[src/rtl/mq_pkg.sv]
package mq_pkg;
  // Address layout
  localparam int QIDX_W = 3;
  localparam int NUM_QUEUES = 8;
  localparam int ID_W = 3;
  localparam int WADDR_W = 6;
  localparam int RADDR_W = 7;
  localparam int RADDR_NULL_BIT = 3;
  localparam int RADDR_ID_LSB = 4;
  localparam int WADDR_ID_LSB = 3;
  // Data widths
  localparam int BYTE_W = 9;
  localparam int WORD_W = 18;
  // Width select codes
  localparam logic [1:0] WIDTH_18_18 = 2'h0;
  localparam logic [1:0] WIDTH_18_9 = 2'h1;
  localparam logic [1:0] WIDTH_9_18 = 2'h2;
  localparam logic [1:0] WIDTH_9_9 = 2'h3;
  // Queue depth in bytes per queue
  localparam int QDEPTH_BYTES = 16;
  // Minimum cycles between queue selections
  localparam int SEL_SPACING = 2;
  // Controller command port states
  typedef enum logic [2:0] {
    CTL_IDLE = 3'h1,
    CTL_SEL = 3'h2,
    CTL_HOLD = 3'h4
  } ctl_state_e;
endpackage

[src/rtl/mq_link_if.sv]
`timescale 1ns/1ps
`default_nettype none
interface mq_link_if;
  import mq_pkg::*;
  logic [WADDR_W-1:0] write_queue_address;
  logic write_address_strobe;
  logic write_enable_n;
  logic [WORD_W-1:0] data_in;
  logic [RADDR_W-1:0] read_queue_address;
  logic read_address_strobe;
  logic read_enable_n;
  logic [WORD_W-1:0] data_out;
  logic output_valid_n;
  logic queue_full_n;
  logic queue_full_oe;
  logic [1:0] width_setup;
  logic master_reset;
  modport device (
    input write_queue_address, write_address_strobe, write_enable_n, data_in,
    input read_queue_address, read_address_strobe, read_enable_n,
    input width_setup, master_reset,
    output data_out, output_valid_n, queue_full_n, queue_full_oe
  );
  modport ctrl (
    output write_queue_address, write_address_strobe, write_enable_n, data_in,
    output read_queue_address, read_address_strobe, read_enable_n,
    output width_setup, master_reset,
    input data_out, output_valid_n, queue_full_n, queue_full_oe
  );
endinterface
`default_nettype wire

[src/rtl/mq_device.sv]
// How it works
// RL1 - Read address bit 3 picks null queue
// RL2 - Null queue empty; output kept, valid drops
// RL3 - Pipeline words still reach output after switch
// RL4 - Controller may park on null queue
// RL5 - Write port ignores null selection
// RL6 - One word per read cycle always
// RL7 - Last word falls through at empty
// RL8 - Widths sampled at master reset
// RL9 - Bytes packed little-endian
// RL10 - Full counts write-width units
// RL11 - Valid counts read-width units
// RL12 - One width for all queues
// RL13 - Full tracked per queue, selected shown
// RL14 - Full shows new queue next edge
// RL15 - Writes start second edge after select
// RL16 - Full changes on clock edge only
// RL17 - Reads update unselected queue full status
// RL18 - Full driven only when ID matches
// RL19 - System writes one device at once
// RL20 - Selection on strobe, two cycles apart
// RL21 - Full new queue blocks writes
// RL22 - Read address: queue, null, ID
// RL23 - New queue data after two cycles
// RL24 - Reset leaves all queues empty
//
// Implementation choices: the address map and strobed register access.
`timescale 1ns/1ps
`default_nettype none
module mq_device
  import mq_pkg::*;
#(
  parameter int DEPTH = QDEPTH_BYTES
) (
  input wire logic core_clk_in,
  input wire logic rst_in,
  input wire logic clk_en_in,
  input wire logic [ID_W-1:0] device_id_in,
  mq_link_if.device link
);
  localparam int PW = $clog2(DEPTH);
  localparam int CW = PW + 1;

  // Byte storage per queue; a queue holds DEPTH bytes
  logic [BYTE_W-1:0] mem_r [NUM_QUEUES][DEPTH];
  logic [PW-1:0] wptr_r [NUM_QUEUES];
  logic [PW-1:0] rptr_r [NUM_QUEUES];
  logic [CW-1:0] cnt_r [NUM_QUEUES];
  logic in9_r, out9_r;
  logic [QIDX_W-1:0] wq_new_r, wq_r;
  logic wsel_new_r, wsel_r, wmatch_r;
  logic [QIDX_W-1:0] rq_r;
  logic rnull_r, rmine_r;
  logic st1_v_r;
  logic [WORD_W-1:0] st1_d_r, dout_r;
  logic ov_n_r, ff_n_r, ff_oe_r;

  function automatic logic [CW-1:0] units(input logic wide);
    units = wide ? CW'(2) : CW'(1);
  endfunction

  // Pointer step wraps inside the queue's own storage
  function automatic logic [PW-1:0] bump(input logic [PW-1:0] ptr, input logic [CW-1:0] inc);
    bump = PW'(ptr + inc);
  endfunction

  // Widths latched only at master reset
  always_ff @(posedge core_clk_in) begin
    if (rst_in) begin
      in9_r <= 1'b0;
      out9_r <= 1'b0;
    end else if (clk_en_in && link.master_reset) begin
      // Widths are global: one pair serves every queue
      in9_r <= link.width_setup[1]; // see RL8 see RL12
      out9_r <= link.width_setup[0];
    end
  end

  // Write selection: address captured, becomes active one edge later
  always_ff @(posedge core_clk_in) begin
    if (rst_in) begin
      wq_new_r <= '0;
      wq_r <= '0;
      wsel_new_r <= 1'b0;
      wsel_r <= 1'b0;
      wmatch_r <= 1'b0;
    end else if (clk_en_in) begin
      wsel_new_r <= 1'b0;
      if (link.write_address_strobe) begin // see RL20
        wq_new_r <= link.write_queue_address[QIDX_W-1:0]; // see RL5
        wmatch_r <= link.write_queue_address[WADDR_ID_LSB +: ID_W] == device_id_in;
        wsel_new_r <= 1'b1;
      end
      // Writes stay on the old queue through the select edge and the next
      if (wsel_new_r) begin
        wq_r <= wq_new_r; // see RL15
        wsel_r <= wmatch_r;
      end
    end
  end

  // Effective write and read strobes this cycle
  logic wr_go, rd_go;
  logic [WORD_W-1:0] rd_word;
  logic rd_avail;
  always_comb begin
    // Room counts write-port units, data on hand read-port units
    wr_go = wsel_r && !link.write_enable_n && !link.master_reset
      && (DEPTH - cnt_r[wq_r] >= units(!in9_r)); // see RL21 see RL10
    rd_avail = rmine_r && !rnull_r
      && (cnt_r[rq_r] >= units(!out9_r)); // see RL11 see RL1
    // Wide read takes the older byte as the low half
    rd_word = {mem_r[rq_r][bump(rptr_r[rq_r], CW'(1))], mem_r[rq_r][rptr_r[rq_r]]};
    if (out9_r) begin
      rd_word = {BYTE_W'(0), mem_r[rq_r][rptr_r[rq_r]]};
    end
    // Fall-through: stage refills whenever it is empty or being drained
    rd_go = rd_avail && (!st1_v_r || !link.read_enable_n || ov_n_r); // see RL6 see RL7
  end

  // Queue pointers and occupancy; both ports touch any queue
  always_ff @(posedge core_clk_in) begin
    if (rst_in || (clk_en_in && link.master_reset)) begin
      for (int q = 0; q < NUM_QUEUES; q++) begin
        wptr_r[q] <= '0; // see RL24
        rptr_r[q] <= '0;
        cnt_r[q] <= '0;
      end
    end else if (clk_en_in) begin
      for (int q = 0; q < NUM_QUEUES; q++) begin
        cnt_r[q] <= CW'(cnt_r[q]
          + ((wr_go && wq_r == QIDX_W'(q)) ? units(!in9_r) : CW'(0))
          - ((rd_go && rq_r == QIDX_W'(q)) ? units(!out9_r) : CW'(0))); // see RL17 see RL13
      end
      // Low byte first, so a wide word lands little-endian
      if (wr_go) begin
        mem_r[wq_r][wptr_r[wq_r]] <= link.data_in[BYTE_W-1:0]; // see RL9
        if (!in9_r) begin
          mem_r[wq_r][bump(wptr_r[wq_r], CW'(1))] <= link.data_in[WORD_W-1:BYTE_W];
        end
        wptr_r[wq_r] <= bump(wptr_r[wq_r], units(!in9_r));
      end
      // Any queue may be read, even one idle on the write port
      if (rd_go) begin
        rptr_r[rq_r] <= bump(rptr_r[rq_r], units(!out9_r));
      end
    end
  end

  // Full flag: selected queue only, driven while ID matches
  always_ff @(posedge core_clk_in) begin
    if (rst_in) begin
      ff_n_r <= 1'b1;
      ff_oe_r <= 1'b0;
    end else if (clk_en_in) begin
      // Registered so every change lands on a rising edge
      ff_n_r <= !(DEPTH - cnt_r[wsel_new_r ? wq_new_r : wq_r] < units(!in9_r)); // see RL14 see RL16
      // Line released one edge after the select edge that names another device
      ff_oe_r <= wsel_new_r ? wmatch_r : wsel_r; // see RL18
    end
  end

  // Read selection: new queue feeds the stage from the next edge
  always_ff @(posedge core_clk_in) begin
    if (rst_in) begin
      rq_r <= '0;
      rnull_r <= 1'b1;
      rmine_r <= 1'b0;
    end else if (clk_en_in) begin
      // The select edge still reads the old queue, so no dead cycle
      if (link.read_address_strobe) begin // see RL22
        rq_r <= link.read_queue_address[QIDX_W-1:0]; // see RL23
        // Null and foreign selects both stop reads here
        rnull_r <= link.read_queue_address[RADDR_NULL_BIT]; // see RL1
        rmine_r <= link.read_queue_address[RADDR_ID_LSB +: ID_W] == device_id_in;
      end
    end
  end

  // Two-stage output pipeline; old words drain during a switch
  always_ff @(posedge core_clk_in) begin
    if (rst_in) begin
      st1_v_r <= 1'b0;
      st1_d_r <= '0;
      dout_r <= '0;
      ov_n_r <= 1'b1;
    end else if (clk_en_in) begin
      // Empty stage leaves a stale word in place, flagged invalid
      if (!link.read_enable_n || ov_n_r) begin
        if (st1_v_r) begin
          dout_r <= st1_d_r; // see RL3
          ov_n_r <= 1'b0;
        end else begin
          ov_n_r <= 1'b1; // see RL2
        end
      end
      // Stage refills on the same edge it hands its word on
      if (rd_go) begin
        st1_d_r <= rd_word;
        st1_v_r <= 1'b1;
      end else if (!link.read_enable_n || ov_n_r) begin
        st1_v_r <= 1'b0;
      end
    end
  end

  assign link.data_out = dout_r;
  assign link.output_valid_n = ov_n_r;
  assign link.queue_full_n = ff_n_r;
  assign link.queue_full_oe = ff_oe_r;
endmodule
`default_nettype wire

[src/flat_wrapper.sv]
// flat-port wrapper written by rule: the top's interface ports become plain ports
module mq_device_flat import mq_pkg::*;
#(
  parameter int DEPTH = QDEPTH_BYTES
)
  (core_clk_in, rst_in, clk_en_in, device_id_in, link_write_queue_address, link_write_address_strobe, link_write_enable_n, link_data_in, link_read_queue_address, link_read_address_strobe, link_read_enable_n, link_width_setup, link_master_reset, link_data_out, link_output_valid_n, link_queue_full_n, link_queue_full_oe);
  mq_link_if link_i ();
  input wire logic core_clk_in;
  input wire logic rst_in;
  input wire logic clk_en_in;
  input wire logic [ID_W-1:0] device_id_in;
  input wire logic [$bits(link_i.write_queue_address)-1:0] link_write_queue_address;
  input wire logic [$bits(link_i.write_address_strobe)-1:0] link_write_address_strobe;
  input wire logic [$bits(link_i.write_enable_n)-1:0] link_write_enable_n;
  input wire logic [$bits(link_i.data_in)-1:0] link_data_in;
  input wire logic [$bits(link_i.read_queue_address)-1:0] link_read_queue_address;
  input wire logic [$bits(link_i.read_address_strobe)-1:0] link_read_address_strobe;
  input wire logic [$bits(link_i.read_enable_n)-1:0] link_read_enable_n;
  input wire logic [$bits(link_i.width_setup)-1:0] link_width_setup;
  input wire logic [$bits(link_i.master_reset)-1:0] link_master_reset;
  output wire logic [$bits(link_i.data_out)-1:0] link_data_out;
  output wire logic [$bits(link_i.output_valid_n)-1:0] link_output_valid_n;
  output wire logic [$bits(link_i.queue_full_n)-1:0] link_queue_full_n;
  output wire logic [$bits(link_i.queue_full_oe)-1:0] link_queue_full_oe;
  assign link_i.write_queue_address = link_write_queue_address;
  assign link_i.write_address_strobe = link_write_address_strobe;
  assign link_i.write_enable_n = link_write_enable_n;
  assign link_i.data_in = link_data_in;
  assign link_i.read_queue_address = link_read_queue_address;
  assign link_i.read_address_strobe = link_read_address_strobe;
  assign link_i.read_enable_n = link_read_enable_n;
  assign link_i.width_setup = link_width_setup;
  assign link_i.master_reset = link_master_reset;
  assign link_data_out = link_i.data_out;
  assign link_output_valid_n = link_i.output_valid_n;
  assign link_queue_full_n = link_i.queue_full_n;
  assign link_queue_full_oe = link_i.queue_full_oe;
  mq_device #(.DEPTH(DEPTH)) u_core (.core_clk_in(core_clk_in), .rst_in(rst_in), .clk_en_in(clk_en_in), .device_id_in(device_id_in), .link(link_i));
endmodule
[config.mk]
export PLATFORM = sky130hd
export DESIGN_NAME = mq_device_flat
export DESIGN_NICKNAME = d
export VERILOG_FILES = /design/src/rtl/mq_pkg.sv /design/src/rtl/mq_link_if.sv /design/src/rtl/mq_device.sv /design/src/flat_wrapper.sv
export SDC_FILE = /design/constraint.sdc
export NUM_CORES = 2
export LEC_CHECK = 0
export BUFFER_PORTS_ARGS = -buffer_cell sky130_fd_sc_hd__buf_4
export CORE_UTILIZATION = 51
export DETAILED_ROUTE_END_ITERATION = 10
export GPL_ROUTABILITY_DRIVEN = 0
export PLACE_DENSITY = 0.69
export SKIP_LAST_GASP = 1
export SYNTH_ARGS = -nofsm -noshare
export SYNTH_HDL_FRONTEND = slang
export SYNTH_SLANG_ARGS = --single-unit
[constraint.sdc]
create_clock -name core_clk_in -period 12.8 [get_ports core_clk_in]
set_clock_uncertainty 0.2 [all_clocks]
set_input_delay 2.56 -clock core_clk_in [delete_from_list [all_inputs] [get_ports core_clk_in]]
set_output_delay 2.56 -clock core_clk_in [all_outputs]
set_load 0.02 [all_outputs]
Yosys cells after proc, flatten, opt, wreduce, memory -nomap -nowiden
Memories as Yosys holds them, arrays and structs flattened. A register that Yosys moved wholly into a read port is not among the register bits.
Index checks and enable logic that the tools add are counted.
{"block": "totals", "ff_bits": 55, "ram_bits": 1256, "input_bits": 44, "out_inout_bits": 21, "mem_count": 4}
{"memory": "u_core.mem_r", "depth": 8, "width": 144, "rd": 1, "rd_clocked_by_memory_dff": 1, "write_ports": 1, "line_no": "mq_device.sv:45", "text": "logic [BYTE_W-1:0] mem_r [NUM_QUEUES][DEPTH];"}
{"memory": "u_core.cnt_r", "depth": 8, "width": 5, "rd": 11, "rd_clocked_by_memory_dff": 2, "write_ports": 8, "line_no": "mq_device.sv:48", "text": "logic [CW-1:0] cnt_r [NUM_QUEUES];"}
{"memory": "u_core.rptr_r", "depth": 8, "width": 4, "rd": 1, "rd_clocked_by_memory_dff": 1, "write_ports": 8, "line_no": "mq_device.sv:47", "text": "logic [PW-1:0] rptr_r [NUM_QUEUES];"}
{"memory": "u_core.wptr_r", "depth": 8, "width": 4, "rd": 1, "rd_clocked_by_memory_dff": 1, "write_ports": 8, "line_no": "mq_device.sv:46", "text": "logic [PW-1:0] wptr_r [NUM_QUEUES];"}
{"block": "op_classes", "addsub": 22, "n_lt_le_gt_ge": 9, "eq_ne": 16, "muxes": 222, "bitwise": 156, "n_reduce_logical": 47}
{"cell": "2-to-1 mux 144 bit", "n": 2}
{"cell": "2-to-1 mux 1 bit", "n": 168}
{"cell": "bitwise OR 1 bit", "n": 152}
{"cell": "2-to-1 mux 5 bit", "n": 24}
{"cell": "binary-select mux 9 bit (select 4 bit)", "n": 2}
{"cell": "demux 9 bit (select 4 bit)", "n": 2}
{"cell": "2-to-1 mux 9 bit", "n": 6}
{"cell": "adder 5 bit", "n": 8}
{"cell": "subtractor 5 bit", "n": 8}
{"cell": "2-to-1 mux 3 bit", "n": 13}
{"cell": "greater-or-equal comparator 32 x 2 -> 1 bit", "n": 1}
{"cell": "< comparator 32 x 5 -> 1 bit", "n": 1}
{"cell": "logical AND 1 bit", "n": 25}
{"cell": "== test 3 bit, second input constant", "n": 8}
{"cell": "greater-or-equal comparator 5 bit, second input constant", "n": 4}
{"cell": "inverter 4 -> 5 bit", "n": 4}
{"cell": "2-to-1 mux 18 bit", "n": 1}
{"cell": "== test 3 x 2 -> 1 bit, second input constant", "n": 4}
{"cell": "AND reduction 2 bit", "n": 6}
{"cell": "subtractor 5 x 5 -> 6 bit, first input constant", "n": 2}
{"cell": "< comparator 5 x 1 -> 1 bit, second input constant", "n": 2}
{"cell": "adder 4 x 1 -> 4 bit, second input constant", "n": 2}
{"cell": "adder 4 bit", "n": 2}
{"cell": "2-to-1 mux 4 bit", "n": 2}
{"cell": "other kinds (10)", "n": 23}

Logic depth before layout (Yosys ltp)
{"block": "logic_depth", "word_depth": 10, "depth_mapped": 26, "depth_no_buf": 19}

Worst setup path after synthesis
No wires, ideal clock.
{"block": "synth_timing", "path_kind": "input port to flip-flop", "from": "input clk_en_in", "to": "memory u_core.mem_r[0][72] in the netlist's numbering (enable)", "setup_ns": 0.399, "arrival_time_ns": 4.865, "required_time_ns": 12.201, "setup_slack_ns": 7.336, "stages": 7, "path_buffers": 3, "path_cell_list": "clkbuf_1 a21oi_1 nand2_1 or3_1 buf_2 buf_2 nor4_1"}
{"block": "synth_via", "elab_chain_cells": 5, "word_cells_on_any_way": 9, "cone_classes": "mux: 6; bitwise: 1; reduce/logical: 2"}
{"item": "from (decl)", "line_no": "flat_wrapper.sv:10", "text": "input wire logic clk_en_in;"}
{"item": "logical AND 1 bit", "line_no": "mq_device.sv:123", "text": "if (rst_in || (clk_en_in && link.master_reset)) begin"}
{"item": "logical OR 1 bit", "line_no": "mq_device.sv:123"}
{"item": "2-to-1 mux 1 bit", "line_no": "mq_device.sv:123"}
{"item": "2-to-1 mux 144 bit (on tied branches)", "line_no": "mq_device.sv:137, mq_device.sv:139"}
{"item": "bitwise OR 1 bit (no source line) (*)"}
{"item": "to (decl)", "line_no": "mq_device.sv:45"}
Mark *: on every way between the ends. The rest lies on a longest branch, timed or not.

Worst setup path after layout
{"block": "layout_timing", "from": "input clk_en_in", "to": "memory u_core.mem_r[1][87] in the netlist's numbering (enable)"}
Same word-level chain as after synthesis.

==> run metrics <==
status=complete, no violations; final slew viol count=0; CTS Buf Count=~140; Final Cycle Share=0.5074; clock latency at the later pin of the worst-skew pair=~0.77 ns; core area=113,000 sq um; via count=32,806; Netlist cell types=~70; clock tree root driver cell=clkbuf_16; I/O pin count=between 60 and 70; asr flop ratio synth=0; CP Class=input port to flop; element type at the critical path start=input port; synthesized instance count=3,335; worst hold start=u_core.link.data_out[16]$_SDFFE_PP0P_; vias in the first global route=32,104; vias per cell=6.586; first-pass GRT wire length=228,300 microns; antenna violations before repair=11; largest net degree at the start of global routing=112; clock share of power=0.414; critical path data required time=12.96 ns; Reg clk slew, reported paths=~0.06 ns; RSZ-0062 raised after global routing=no; chip height=340.2 microns; Leakage=20.77 nW; Setup TNS=0 ns; mean post-synth cell area=17.49 sq um; initial core utilization=0.5165; Die W=340.2 microns; CTS H-tree lvls=4; switching share of power=0.2332; Worst Hold Path EP=u_core.link.data_out[16]$_SDFFE_PP0P_; sequential power share=0.507; PwrDens=145.2 nW/um^2; minimum clock period=6.495 ns; post-route ant nets=0; r2r endpoint=u_core.cnt_r[5][4]$_SDFFCE_PN0P_; Clock Tree Buf Depth=3; Syn Nets=3,449; Initial DRT Pass Iterations=6; PortBufs=64; DRT iter0 DRCs=4,233; worst hold path type=flop to flop; crit path capture type=flop; synth warn=0; Final Setup Violations=0; # rows=123; die area=115,800 sq um; worst-margin pin slew=~1.5 ns; FF-to-FF setup slack=6.64 ns; flops & latches, synth=1,317; Total GRT Usage=0.2762; grt ovf=0; Psw=approximately 2.2 mW; maximum operating frequency=roughly 0.15 GHz; WHS Path Cells=2; Slew HR=0.03053; DRC viols=0; Final Hold Viols=0; worst setup margin=6.305 ns; P_int=roughly 7.2 mW; peak supply drop=approximately 0.00014 V; post-CTS setup buffers=0; critical-path maximum fanout=43; Synth top area share=0.6465; Core Util, Final=0.5750; Syn Std Cell Area=58,340 sq um; sequential area share after synthesis=0.6674; post-CTS sizing=0; Total Nets Final=3,482; logic gate share of total power=0.079; dpl hpwl=between 100,000 and 150,000 microns; WL/cell=roughly 32 microns; Placement Setup Slack=5.605 ns; Sink Count=roughly 1,300; worst hold slack=0.2553 ns; number of synthesized flops with an enable pin=about 1,300; r2r worst-path depth=16; largest cells by area after synthesis=edfxtp_1, mux4_2, mux2i_1; max cap viols=0; TritonCTS clock tree=done; total wire length=158,900 microns; WP data arrival=6.65 ns; layout cell share with drive strength beyond 1=0.2578; ys flop type=edfxtp_1; Syn-to-layout area delta=11.34%; area leader, netlist=edfxtp_1; CTS Hold Bufs=0
-- Yosys cell counts, types with 6 or more instances --
library cell and number:
xor2_1 31, o21ai_0 20, mux2_2 113, xnor2_1 14
mux2i_1 281, inv_1 92, o211ai_1 10, nor2b_1 9
nor3_2 27, mux4_2 333, a21o_1 18, ha_1 52
o22ai_1 10, nand4_4 12, a21oi_1 71, a211oi_1 7
nand3_1 118, mux2_1 38, a32oi_1 7, dfxtp_1 61
nand2b_1 6, and3_1 15, a41oi_1 14, and2_1 7
fa_1 18, buf_4 7, nor2_1 174, nor4_1 64
buf_1 16, a32o_1 9, nand2_1 142, clkbuf_1 115
buf_2 79, edfxtp_1 1256, or2_2 6, nor3_1 26
-- cells by family after synthesis --
group                      synth area share
muxes                                0.2068
adders and majority gates           0.01733
and+or+nand+nor                     0.05606
DFF                                  0.6674
buffers and inverters               0.02353
AOI/OAI and AO/OA                   0.02188
xor gates and xnor gates           0.007035
-- worst max-delay path: stages --
cell     delay, ns
buf_4         0.27
a21oi_2       0.17
buf_4         0.30
nand2_1       0.61
or3_4         0.66
or2_2         0.61
buf_4         0.37
nor3_1        1.01
-- layout by cell type (no fill, tap or decap), drive strengths merged, types with 6 or more instances in the layout --
cell type,netlist,routed
dfxtp,61,61
clkinv,2,63
xor2,32,32
nor3,54,54
nor2,176,176
mux2i,284,284
nand2b,6,6
mux4,333,333
a32o,9,9
mux2,151,151
o211ai,11,11
xnor2,14,14
inv,93,99
nand3,118,118
nand2,142,142
and2,7,7
a41oi,14,14
a211oi,8,8
a21oi,72,72
edfxtp,1256,1256
o21ai,20,20
clkinvlp,0,6
a21o,18,18
and3,15,15
or2,7,7
fa,18,18
nor2b,9,9
bufinv,0,12
clkbuf,115,160
ha,52,52
o22ai,10,10
buf,108,119
a32oi,7,7
nand4,20,20
nor4,64,64
-- state kept, by name (all words and copies together), names as in the netlist, named ones only --
signal,flops
u_core.cnt_r,40
u_core.in9_r,1
u_core.link.data_out,18
u_core.link.output_valid_n,1
u_core.link.queue_full_n,1
u_core.link.queue_full_oe,1
u_core.mem_r,1152
u_core.out9_r,1
u_core.rmine_r,1
u_core.rnull_r,1
u_core.rptr_r,32
u_core.rq_r,3
u_core.st1_d_r,18
u_core.st1_v_r,1
u_core.wmatch_r,1
u_core.wptr_r,32
u_core.wq_new_r,3
u_core.wq_r,3
u_core.wsel_new_r,1
-- stage by stage --
stage / area [sq um] / instances / power, mW
2_1_floorplan: 58340 / 3335 / 5.332
3_3_place_gp: 60560 / 4731 / 5.579
3_5_place_dp: 60560 / 4731 / 5.601
4_1_cts: 64940 / 4976 / 9.446
5_1_grt: 64940 / 4976 / 9.656
6_report: 64960 / 4981 / 9.433
-- routing by layer --
metal,track usage,vias up,wire length (microns)
met1,0.3856,17036,60740
met2,0.4275,2035,75150
met4,0.1083,8,5862
met5,0,-,84
li1,-,13411,-
met3,0.05932,316,17010
-- power by group through the flow --
stage	clock, mW	combinational (mW)	sequential, mW
floorplan	0	0.485	4.85
detailed placement	0	0.728	4.87
CTS	3.93	0.730	4.78
global route	4.10	0.776	4.78
global placement	0	0.708	4.87
finish	3.91	0.742	4.78
-- worst max path at each step --
stage / from / end / slack, ns / cells after the start
after floorplan: clk_en_in / u_core.mem_r[0][72]$_DFFE_PP_ / 7.34 / 7
after global placement: clk_en_in / u_core.mem_r[1][83]$_DFFE_PP_ / 5.79 / 8
after detailed placement: clk_en_in / u_core.mem_r[1][87]$_DFFE_PP_ / 5.61 / 8
after CTS: clk_en_in / u_core.mem_r[1][87]$_DFFE_PP_ / 6.38 / 8
after global routing: clk_en_in / u_core.mem_r[1][87]$_DFFE_PP_ / 6.17 / 8
final: clk_en_in / u_core.mem_r[1][87]$_DFFE_PP_ / 6.31 / 8
-- final cells by class --
| type | count | area [sq um] |
|---|---|---|
| diodes | 5 | 12.51 |
| clock buffers | 160 | 3523 |
| clock inverters | 85 | 855.8 |
| fillers | 8283 | 48000 |
| inverters | 95 | 356.6 |
| multi-input cells | 1700 | 18480 |
| flip-flops and latches | 1317 | 38950 |
| well taps | 1500 | 1877 |
| repair buffers | 119 | 905.9 |
Power figures use the tool's default switching activity.
